==> src/rtl/sarrd_defines.vh <==
// Purpose: constants for the serial sample readout block
// Assumes: core_clk at 10 MHz, serial clock sampled as a plain input
// Notes: contract list below
`ifndef SARRD_DEFINES_VH
`define SARRD_DEFINES_VH
// ===========================================
// frame figures
`define SARRD_RES_BITS     5'h0c
`define SARRD_LEAD_ZEROS   5'h03
`define SARRD_FRAME_FALLS  5'h10
`define SARRD_TRACK_RISE   5'h0d
`define SARRD_SHDN_FIRST   5'h02
`define SARRD_SHDN_LAST    5'h09
`define SARRD_CNT_RESET    5'h00
`define SARRD_SAMPLE_RESET 12'h000
// ===========================================
// timing
`define SARRD_CLK_NS       100
`define SARRD_ACQ_NS       350
`define SARRD_QUIET_NS     50
`define SARRD_ACQ_CYC      ((`SARRD_ACQ_NS + `SARRD_CLK_NS - 1) / `SARRD_CLK_NS)
`endif

==> src/rtl/sarrd_buffer.v <==
// Purpose: two-entry buffer for finished samples
// Assumes: single clock, clock enable freezes state
// Notes: ready is honest full, valid is honest empty
`timescale 1ns/1ps
module sarrd_buffer (
   input  wire        clk,
   input  wire        rst_n,
   input  wire        ce,
   input  wire        in_valid,
   output wire        in_ready,
   input  wire [11:0] in_data,
   output wire        out_valid,
   input  wire        out_ready,
   output wire [11:0] out_data
);
   reg [11:0] mem [0:1];
   reg        wr_ptr;
   reg        rd_ptr;
   reg [1:0]  count;
   wire       push;
   wire       pop;
   assign in_ready  = (count != 2'h2);
   assign out_valid = (count != 2'h0);
   assign out_data  = mem[rd_ptr];
   assign push      = in_valid & in_ready;
   assign pop       = out_valid & out_ready;
   always @(posedge clk or negedge rst_n) begin
      if (!rst_n) begin
         wr_ptr <= 1'b0;
         rd_ptr <= 1'b0;
         count  <= 2'h0;
         mem[0] <= 12'h000;
         mem[1] <= 12'h000;
      end else if (ce) begin
         if (push) begin
            mem[wr_ptr] <= in_data;
            wr_ptr      <= ~wr_ptr;
         end
         if (pop) begin
            rd_ptr <= ~rd_ptr;
         end
         if (push & ~pop) begin
            count <= count + 2'h1;
         end else if (pop & ~push) begin
            count <= count - 2'h1;
         end
      end
   end
endmodule // sarrd_buffer

==> src/rtl/sarrd_readout.v <==
// Purpose: device-side serial readout and sequencing of a 12-bit sampling converter
// Assumes: serial clock and chip select sampled by core_clk, far slower than it
// Notes: the result word enters from the core through a two-entry buffer
`timescale 1ns/1ps
`include "sarrd_defines.vh"
module sarrd_readout (
   input  wire        core_clk,
   input  wire        arst_n,
   input  wire        ce,
   input  wire        cs_n_pin,
   input  wire        sclk_pin,
   output reg         serial_data_out,
   output reg         serial_data_oe_n,
   input  wire        sample_valid,
   output wire        sample_ready,
   input  wire [11:0] sample_data,
   output reg         hold_mode,
   output reg         shutdown,
   output reg         conv_start,
   output reg         conv_abort,
   output reg         frame_done,
   output reg         first_after_wake
);
   // ===========================================
   // reset release
   reg        rst_s1;
   reg        rst_n_i;
   always @(posedge core_clk or negedge arst_n) begin
      if (!arst_n) begin
         rst_s1  <= 1'b0;
         rst_n_i <= 1'b0;
      end else begin
         rst_s1  <= 1'b1;
         rst_n_i <= rst_s1;
      end
   end
   // ===========================================
   // pin synchronisers and edge detect
   // two flops per pin; edges come from the second flop and its delayed copy
   // serial clock edges are ignored while chip select is high, so stray clocks move nothing
   reg        cs_s1;
   reg        cs_s2;
   reg        cs_d;
   reg        sck_s1;
   reg        sck_s2;
   reg        sck_d;
   wire       cs_fall;
   wire       cs_rise;
   wire       sck_fall;
   wire       sck_rise;
   always @(posedge core_clk or negedge rst_n_i) begin
      if (!rst_n_i) begin
         cs_s1  <= 1'b1;
         cs_s2  <= 1'b1;
         cs_d   <= 1'b1;
         sck_s1 <= 1'b1;
         sck_s2 <= 1'b1;
         sck_d  <= 1'b1;
      end else if (ce) begin
         cs_s1  <= cs_n_pin;
         cs_s2  <= cs_s1;
         cs_d   <= cs_s2;
         sck_s1 <= sclk_pin;
         sck_s2 <= sck_s1;
         sck_d  <= sck_s2;
      end
   end
   assign cs_fall  = cs_d & ~cs_s2;
   assign cs_rise  = ~cs_d & cs_s2;
   assign sck_fall = sck_d & ~sck_s2 & ~cs_s2;
   assign sck_rise = ~sck_d & sck_s2 & ~cs_s2;
   // ===========================================
   // buffer between core and shifter
   // the word is popped on the edge that starts a frame, so a later push waits a frame
   wire        buf_valid;
   wire [11:0] buf_data;
   reg         buf_take;
   sarrd_buffer u_buf (
      .clk       (core_clk),
      .rst_n     (rst_n_i),
      .ce        (ce),
      .in_valid  (sample_valid),
      .in_ready  (sample_ready),
      .in_data   (sample_data),
      .out_valid (buf_valid),
      .out_ready (buf_take),
      .out_data  (buf_data)
   );
   // ===========================================
   // frame sequencer
   localparam ST_IDLE  = 2'h0;
   localparam ST_FRAME = 2'h1;
   localparam ST_DONE  = 2'h2;
   reg [1:0]  state;
   reg [1:0]  next_state;
   reg [4:0]  fall_cnt;
   reg [4:0]  rise_cnt;
   reg [11:0] shift;
   reg        was_shutdown;
   // ===========================================
   // frame events used only by the mode tracker; the sequencer decodes its own
   // a rise before the second fall is taken as noise and leaves the mode alone
   wire       frame_start;
   wire       wake_fall;
   wire       shdn_rise;
   assign frame_start = (state == ST_IDLE) & cs_fall;
   assign wake_fall   = (state == ST_FRAME) & sck_fall & (fall_cnt == `SARRD_SHDN_LAST);
   assign shdn_rise   = (state == ST_FRAME) & cs_rise & (fall_cnt >= `SARRD_SHDN_FIRST)
                        & (fall_cnt <= `SARRD_SHDN_LAST);
   always @* begin
      next_state = state;
      case (state)
         ST_IDLE: begin
            if (cs_fall) begin
               next_state = ST_FRAME;
            end
         end
         ST_FRAME: begin
            if (cs_rise) begin
               next_state = ST_IDLE;
            end else if (sck_fall && fall_cnt == `SARRD_FRAME_FALLS - 5'h01) begin
               next_state = ST_DONE;
            end
         end
         ST_DONE: begin
            // extra clocks of a long frame are ignored here
            if (cs_rise) begin
               next_state = ST_IDLE;
            end
         end
         default: begin
            next_state = ST_IDLE;
         end
      endcase
   end
   always @* begin
      buf_take = (state == ST_IDLE) & cs_fall & buf_valid;
   end
   always @(posedge core_clk or negedge rst_n_i) begin
      if (!rst_n_i) begin
         state            <= ST_IDLE;
         fall_cnt         <= `SARRD_CNT_RESET;
         rise_cnt         <= `SARRD_CNT_RESET;
         shift            <= `SARRD_SAMPLE_RESET;
         serial_data_out  <= 1'b0;
         serial_data_oe_n <= 1'b1;
         hold_mode        <= 1'b0;
         conv_start       <= 1'b0;
         conv_abort       <= 1'b0;
         frame_done       <= 1'b0;
      end else if (ce) begin
         state      <= next_state;
         conv_start <= 1'b0;
         conv_abort <= 1'b0;
         frame_done <= 1'b0;
         if (state == ST_IDLE && cs_fall) begin
            // sample taken now; an empty buffer yields a zero code
            shift            <= buf_valid ? buf_data : `SARRD_SAMPLE_RESET;
            hold_mode        <= 1'b1;
            serial_data_oe_n <= 1'b0;
            serial_data_out  <= 1'b0;
            fall_cnt         <= `SARRD_CNT_RESET;
            rise_cnt         <= `SARRD_CNT_RESET;
            conv_start       <= 1'b1;
         end else if (state != ST_IDLE) begin
            if (sck_rise) begin
               rise_cnt <= rise_cnt + 5'h01;
               if (rise_cnt == `SARRD_TRACK_RISE - 5'h01) begin
                  hold_mode <= 1'b0;
               end
            end
            if (sck_fall && state == ST_FRAME) begin
               fall_cnt <= fall_cnt + 5'h01;
               // launch bit for slot fall_cnt+1 on this falling edge
               if (fall_cnt < `SARRD_LEAD_ZEROS - 5'h01) begin
                  serial_data_out <= 1'b0;
               end else if (fall_cnt < `SARRD_LEAD_ZEROS + `SARRD_RES_BITS - 5'h01) begin
                  serial_data_out <= shift[11];
                  shift           <= {shift[10:0], 1'b0};
               end else begin
                  serial_data_out <= 1'b0;
               end
               if (fall_cnt == `SARRD_FRAME_FALLS - 5'h01) begin
                  serial_data_oe_n <= 1'b1;
                  serial_data_out  <= 1'b0;
                  frame_done       <= 1'b1;
               end
            end
            if (cs_rise) begin
               serial_data_oe_n <= 1'b1;
               serial_data_out  <= 1'b0;
               hold_mode        <= 1'b0;
               if (state == ST_FRAME && fall_cnt >= `SARRD_SHDN_FIRST) begin
                  conv_abort <= 1'b1;
               end
            end
         end
      end
   end
   // ===========================================
   // power mode tracking
   // power-up counts as a wake, so the first frame is flagged as well
   always @(posedge core_clk or negedge rst_n_i) begin
      if (!rst_n_i) begin
         shutdown         <= 1'b0;
         was_shutdown     <= 1'b1;
         first_after_wake <= 1'b0;
      end else if (ce) begin
         if (frame_start) begin
            // a frame cut before the tenth fall leaves shutdown set, so this flags again
            first_after_wake <= was_shutdown | shutdown;
            was_shutdown     <= 1'b0;
         end
         if (wake_fall) begin
            shutdown <= 1'b0;
         end else if (shdn_rise) begin
            shutdown     <= 1'b1;
            was_shutdown <= 1'b1;
         end
      end
   end
endmodule // sarrd_readout

==> config.mk <==
export PLATFORM = sky130hd
export DESIGN_NAME = sarrd_readout
export DESIGN_NICKNAME = d
export VERILOG_FILES = /design/src/rtl/sarrd_buffer.v /design/src/rtl/sarrd_readout.v
export VERILOG_INCLUDE_DIRS = /design/src /design/src/rtl
export SDC_FILE = /design/constraint.sdc
export NUM_CORES = 1
export LEC_CHECK = 0
export ABC_AREA = 1
export BUFFER_PORTS_ARGS = -buffer_cell sky130_fd_sc_hd__buf_4
export CORE_MARGIN = 3
export CORE_UTILIZATION = 60
export CTS_BUF_LIST = sky130_fd_sc_hd__clkbuf_8
export DETAILED_ROUTE_END_ITERATION = 8
export PLACE_DENSITY = 0.8
export SLEW_MARGIN = 20
export SYNTH_ARGS = -nofsm -noshare
export SYNTH_HDL_FRONTEND = slang
export SYNTH_SLANG_ARGS = --single-unit
==> constraint.sdc <==
create_clock -name core_clk -period 2.86 [get_ports core_clk]
set_input_delay 0.858 -clock core_clk [delete_from_list [all_inputs] [get_ports core_clk]]
set_output_delay 0.858 -clock core_clk [all_outputs]
set_load 0.01 [all_outputs]
# [Yosys cells after proc, flatten, opt, wreduce, memory -nomap -nowiden]
# Index checks and enable logic that the tools add are counted.
[classes] n_bitwise=28 n_eq_ne=10 n_reduce_logical=30 addsub=4 n_lt_le_gt_ge=7 muxes=56
[op_table] cell="$mux 12" n=10
[op_table] cell="$mux 1" n=31
[op_table] cell="$mux 5" n=6
[op_table] cell="$bwmux 24" n=1
[op_table] cell="$and 1x1->1" n=17
[op_table] cell="$reduce_bool 2->1" n=8
[op_table] cell="$eq 5x4->1 const B" n=3
[op_table] cell="$demux 12 s1" n=1
[op_table] cell="$mux 2" n=6
[op_table] cell="$reduce_and 4->1" n=3
[op_table] cell="$reduce_bool 3->1" n=4
[op_table] cell="$add 5x1->5 const B" n=2
[op_table] cell="$reduce_and 2->1" n=5
[op_table] cell="$reduce_and 3->1" n=3
[op_table] cell="$ne 2x2->1 const B" n=4
[op_table] cell="$not 1->1" n=8
[op_table] cell="$pmux 2 s3" n=1
[op_table] cell="$ge 5x2->1 const B" n=1
[op_table] cell="$le 5x4->1 const B" n=1
[op_table] cell="$logic_and 1x1->1" n=5
[op_table] cell="$lt 5x2->1 const B" n=1
[op_table] cell="$lt 5x4->1 const B" n=1
[op_table] cell="$reduce_and 5->1" n=1
[op_table] cell="$ge 2x2->1 const B" n=2
[op_table] cell="9 further kinds" n=10
[totals] output_inout_bits=9 input_bits=18 word_cells=161 regBits=69

# [Longest topological paths before layout]
[logic_depth] depth_word=9 depth_mapped=11 ltp_nobuf=10

# [Cells and area by module]
# From an unflattened synthesis, not the netlist that was laid out.
[unflattened] hier_cells=454 hier_area_um2=3584.7
[by_module_without_submodules] mod="sarrd_readout" cells_each=280 area_each_um2=2199.6 n_inst=1 seq_area_each_um2=1036.0
[by_module_without_submodules] mod="sarrd_buffer" cells_each=174 area_each_um2=1385.1 n_inst=1 seq_area_each_um2=700.7

# [Least setup slack after synthesis]
# OpenSTA, ideal clock, no wires.
[synth_path] path_kind="reg-to-reg" start="reg state[1]" end="reg u_buf.count[1]" arrival_ps=1754 t_required_ps=2734 n_path_buf=1 setup_slack_ps=979 setup_time_ps=126 period_less_slack_ps=1881 stages_incl_launch_ff=12 cell_sequence="dfrtp_1 -> nor2_1 -> nand3_1 -> nor2_1 -> buf_2 -> inv_1 -> ha_1 -> inv_1 -> nand2_1 -> a21oi_1 -> o21ai_0 -> xnor2_1"
[synth_via] elab_chain_cells=8 elab_cells_between_ends=10 cone_classes="mux (1); bitwise (6); reduce/logical (3)"
[synth_rtl] item="from (decl)" line="sarrd_readout.v:94" rtl="reg [1:0] state;"
[synth_rtl] item="from (signal assigned)" line="sarrd_readout.v:152" rtl="state <= next_state;"
[synth_rtl] item="$logic_not 2->1 (*)" line="sarrd_readout.v:137" rtl="buf_take = (state == ST_IDLE) & cs_fall & buf_valid;"
[synth_rtl] item="$and 1x1->1 (*) (2 in series)" line="sarrd_readout.v:137"
[synth_rtl] item="$and 1x1->1 (*)" line="sarrd_buffer.v:26" rtl="assign pop = out_valid & out_ready;"
[synth_rtl] item="$not 1->1" line="sarrd_buffer.v:42" rtl="if (push & ~pop) begin"
[synth_rtl] item="$and 1x1->1" line="sarrd_buffer.v:42"
[synth_rtl] item="$reduce_bool 2->1 (no line)"
[synth_rtl] item="$reduce_and 2->1 (no line)"
[synth_rtl] item="to (signal assigned)" line="sarrd_buffer.v:43" rtl="count <= count + 2'h1;"
[synth_rtl] item="to (signal assigned)" line="sarrd_buffer.v:45" rtl="count <= count - 2'h1;"
[synth_rtl] item="to (decl)" line="sarrd_buffer.v:19" rtl="reg [1:0] count;"
# Mark *: on every way between the ends. The rest lies on a longest branch, timed or not.
# A chain may end at the register's enable or synchronous reset.

# [Final worst setup path]
# Ends and elaborated chain as after synthesis.

==> run metrics <==
leakage 0.002083 uW; Initial Utilization 64.22%; Worst Hold Class in2async; VDD IR max 0.5574 mV; fin. max-slew vios 0; dpl hpwl 4356 um; routability cong. 0.8379; TritonCTS Buffers 9; CTS tree built; Synth Instances between 400 and 500; slowest stage delay, CP 0.43 ns; share of the synthesized area in the top cell type 45.10%; Synth cell types 28; Post-synth top cells nand2_1, dfrtp_1, inv_1; Final ANT Viol Nets 0; final worst slack just over 0.9 ns; number of flops mapped to enable cells by yosys 0; Avg WL per Cell 12.10 um; Crit Path Class reg2reg; Worst EP arrival 2.16 ns; Yosys reg bits 69; Final setup violation count 0; total negative slack 0 ns; Worst Tran Pin Value slightly above 0.8 ns; Port Buffer Count 26; unrepaired setup endpoints after global routing no; Layout Nets around 480; post-cts resize count 0; fin crit share 68.15%; boundary pin count 27; Clock Path Buffers 2; minimum clock period 1.949 ns; total global routing overflow 0; startpoint types flip-flop; CP required 3.07 ns; 1st-iter DRT viols 160; die area 6578 um2; kind of end point of the critical path flip-flop; crit-path cells nor2_1 > nand3_1 > nor2_1 > buf_4 > inv_1 > ha_1 > inv_1 > nand2_1 > a21oi_1 > o21ai_0 > xnor2_1; Area growth, synth to finish 13.57%; layout cells sized above 1 approximately a fifth; # diodes 0; cts hold-fix bufs 0; Total Wirelength 6366 um; Via density 5.158; FMAX 513.1 MHz; first-pass GRT wire length 11430 um; yosys synthesis warning count 0; sequential area share after synthesis 51.31%; DRC Markers 0; Pre-antenna DRT Iters 4; Post-synth top flop dfrtp_1; number of H-tree levels 3; MaxCap Viol Count 0; clk_lat worst skew 0.34 ns; pwr dens 975.1 nW/um2; Synth Cell Area 3384 um2; total track usage 22.38%; die height 81.11 um; vias in the first global route 2733; run status completed; Async SR Flop Fraction 100.0%; Final Power roughly 3700 uW; pin count of the biggest net entering global routing 68; clk sinks 69; largest area contributor in the netlist dfrtp_1; critical path peak fanout 13; syn_nets 446; Root Buffer clkbuf_8; pre-CTS setup slack 0.6725 ns; row count 26; Post-Syn Area per Cell between 8 and 9 um2; Vias approximately 2700; synth top area cells dfrtp_1, nand2_1, dfstp_2; core area 5270 um2; Max transition margin a little under half; initial antenna violation count 0; Reg clk slew, reported paths 0.07 ns; CP max-delay cell dfrtp_1; clock skew 0.01277 ns; postcts setup bufs 0; final hold vios 0; most common cell in the netlist nand2_1; Die Width 81.11 um
[cells in the final DEF (no fill, tap or decap), types with 5 or more instances in the layout]
cell type | synthesis | final
dfrtp_1 | 61 | 60
nand2_1 | 189 | 189
buf_4 | 1 | 31
nor2_1 | 18 | 18
clkbuf_8 | 0 | 11
nand3_1 | 19 | 19
a21oi_1 | 6 | 6
dfstp_2 | 8 | 8
nand2_2 | 10 | 10
ha_1 | 6 | 6
o21ai_1 | 9 | 9
o21ai_2 | 12 | 12
xor2_1 | 5 | 5
o21ai_0 | 15 | 15
inv_2 | 6 | 6
inv_1 | 30 | 31
[layer usage]
| metal | share of wire (%) | track usage (%) | vias up |
|---|---|---|---|
| li1 | - | - | 1369 |
| met1 | 45 | 27.78 | 1268 |
| met2 | 48 | 37.85 | 63 |
| met3 | 4.4 | 4.102 | 13 |
| met4 | 2.0 | 10.47 | 0 |
| met5 | 0 | 0 | - |
[logic make-up (layout without fill, tap and decap cells)]
| family | Yosys count | count (layout) | share of synthesized area (%) |
|---|---|---|---|
| flip-flops | 69 | 69 | 51.31 |
| buffers and inverters | 49 | 83 | 6.580 |
| adder cells (fa/ha/maj) | 6 | 6 | 2.218 |
| XOR/XNOR | 6 | 6 | 1.553 |
| other | 1 | 1 | 0.1108 |
| AO/OA/AOI/OAI | 46 | 46 | 8.688 |
| AND/OR/NAND/NOR | 245 | 245 | 29.54 |
[flip-flops by register name, indices dropped and copies added, names as in the netlist, 2 cells and up]
| name | count |
|---|---|
| fall_cnt | 5 |
| rise_cnt | 5 |
| shift | 12 |
| state | 2 |
| u_buf.count | 2 |
| u_buf.mem | 24 |
[metrics by stage]
stage / hold slack [ns] / instances / util (%) / cell area, um2
global placement: 0.3357 / 510 / 68.66 / 3618
detailed placement: 0.3386 / 510 / 68.66 / 3618
CTS: 0.2806 / 526 / 72.93 / 3844
floorplan: 0.3312 / 422 / - / 3385
global route: 0.2817 / 526 / 72.93 / 3844
finish: 0.2955 / 526 / 72.93 / 3844
[worst max-delay path, delay by kind of cell (launching register included)]
kind / cells / cell delay, ns
buf+inv: 3 / 0.29
compound gates: 2 / 0.23
fa+ha+maj: 1 / 0.26
simple gates: 4 / 0.45
flops: 1 / 0.43
xor+xnor: 1 / 0.15
[worst paths after layout]
kind | to | start | cells past startpoint | slack (ns)
worst max-delay path | u_buf.count[1]$_DFFE_PN0P_ | state[1]$_DFFE_PN0P_ | 11 | 0.91
max in group asynchronous | u_buf.mem[5]$_DFFE_PN0P_ | rst_n_i$_DFF_PN0_ | 1 | 1.90
worst min-delay path | rst_n_i$_DFF_PN0_ | arst_n | 1 | 0.30
worst min register to register | rst_n_i$_DFF_PN0_ | rst_s1$_DFF_PN0_ | 0 | 0.35
worst max register to register | u_buf.count[1]$_DFFE_PN0P_ | state[1]$_DFFE_PN0P_ | 11 | 0.91
min in group core_clk | rst_n_i$_DFF_PN0_ | rst_s1$_DFF_PN0_ | 0 | 0.35
[power breakdown]
group / internal (uW) / switching [uW]
logic: 482 / 708
registers: 1370 / 298
clock network: 533 / 357
total: 2380 / 1360
[final cells by class]
cell class / count / area, um2
Sequential cell: 69 / 1738
Timing Repair Buffer: 31 / 232.7
Fill cell: 430 / 1426
Clock inverter: 5 / 73.82
Multi-Input combinational cell: 304 / 1425
Tap cell: 70 / 87.58
Inverter: 36 / 135.1
Clock buffer: 11 / 151.4
No activity file was read; power rests on OpenSTA's default activity.
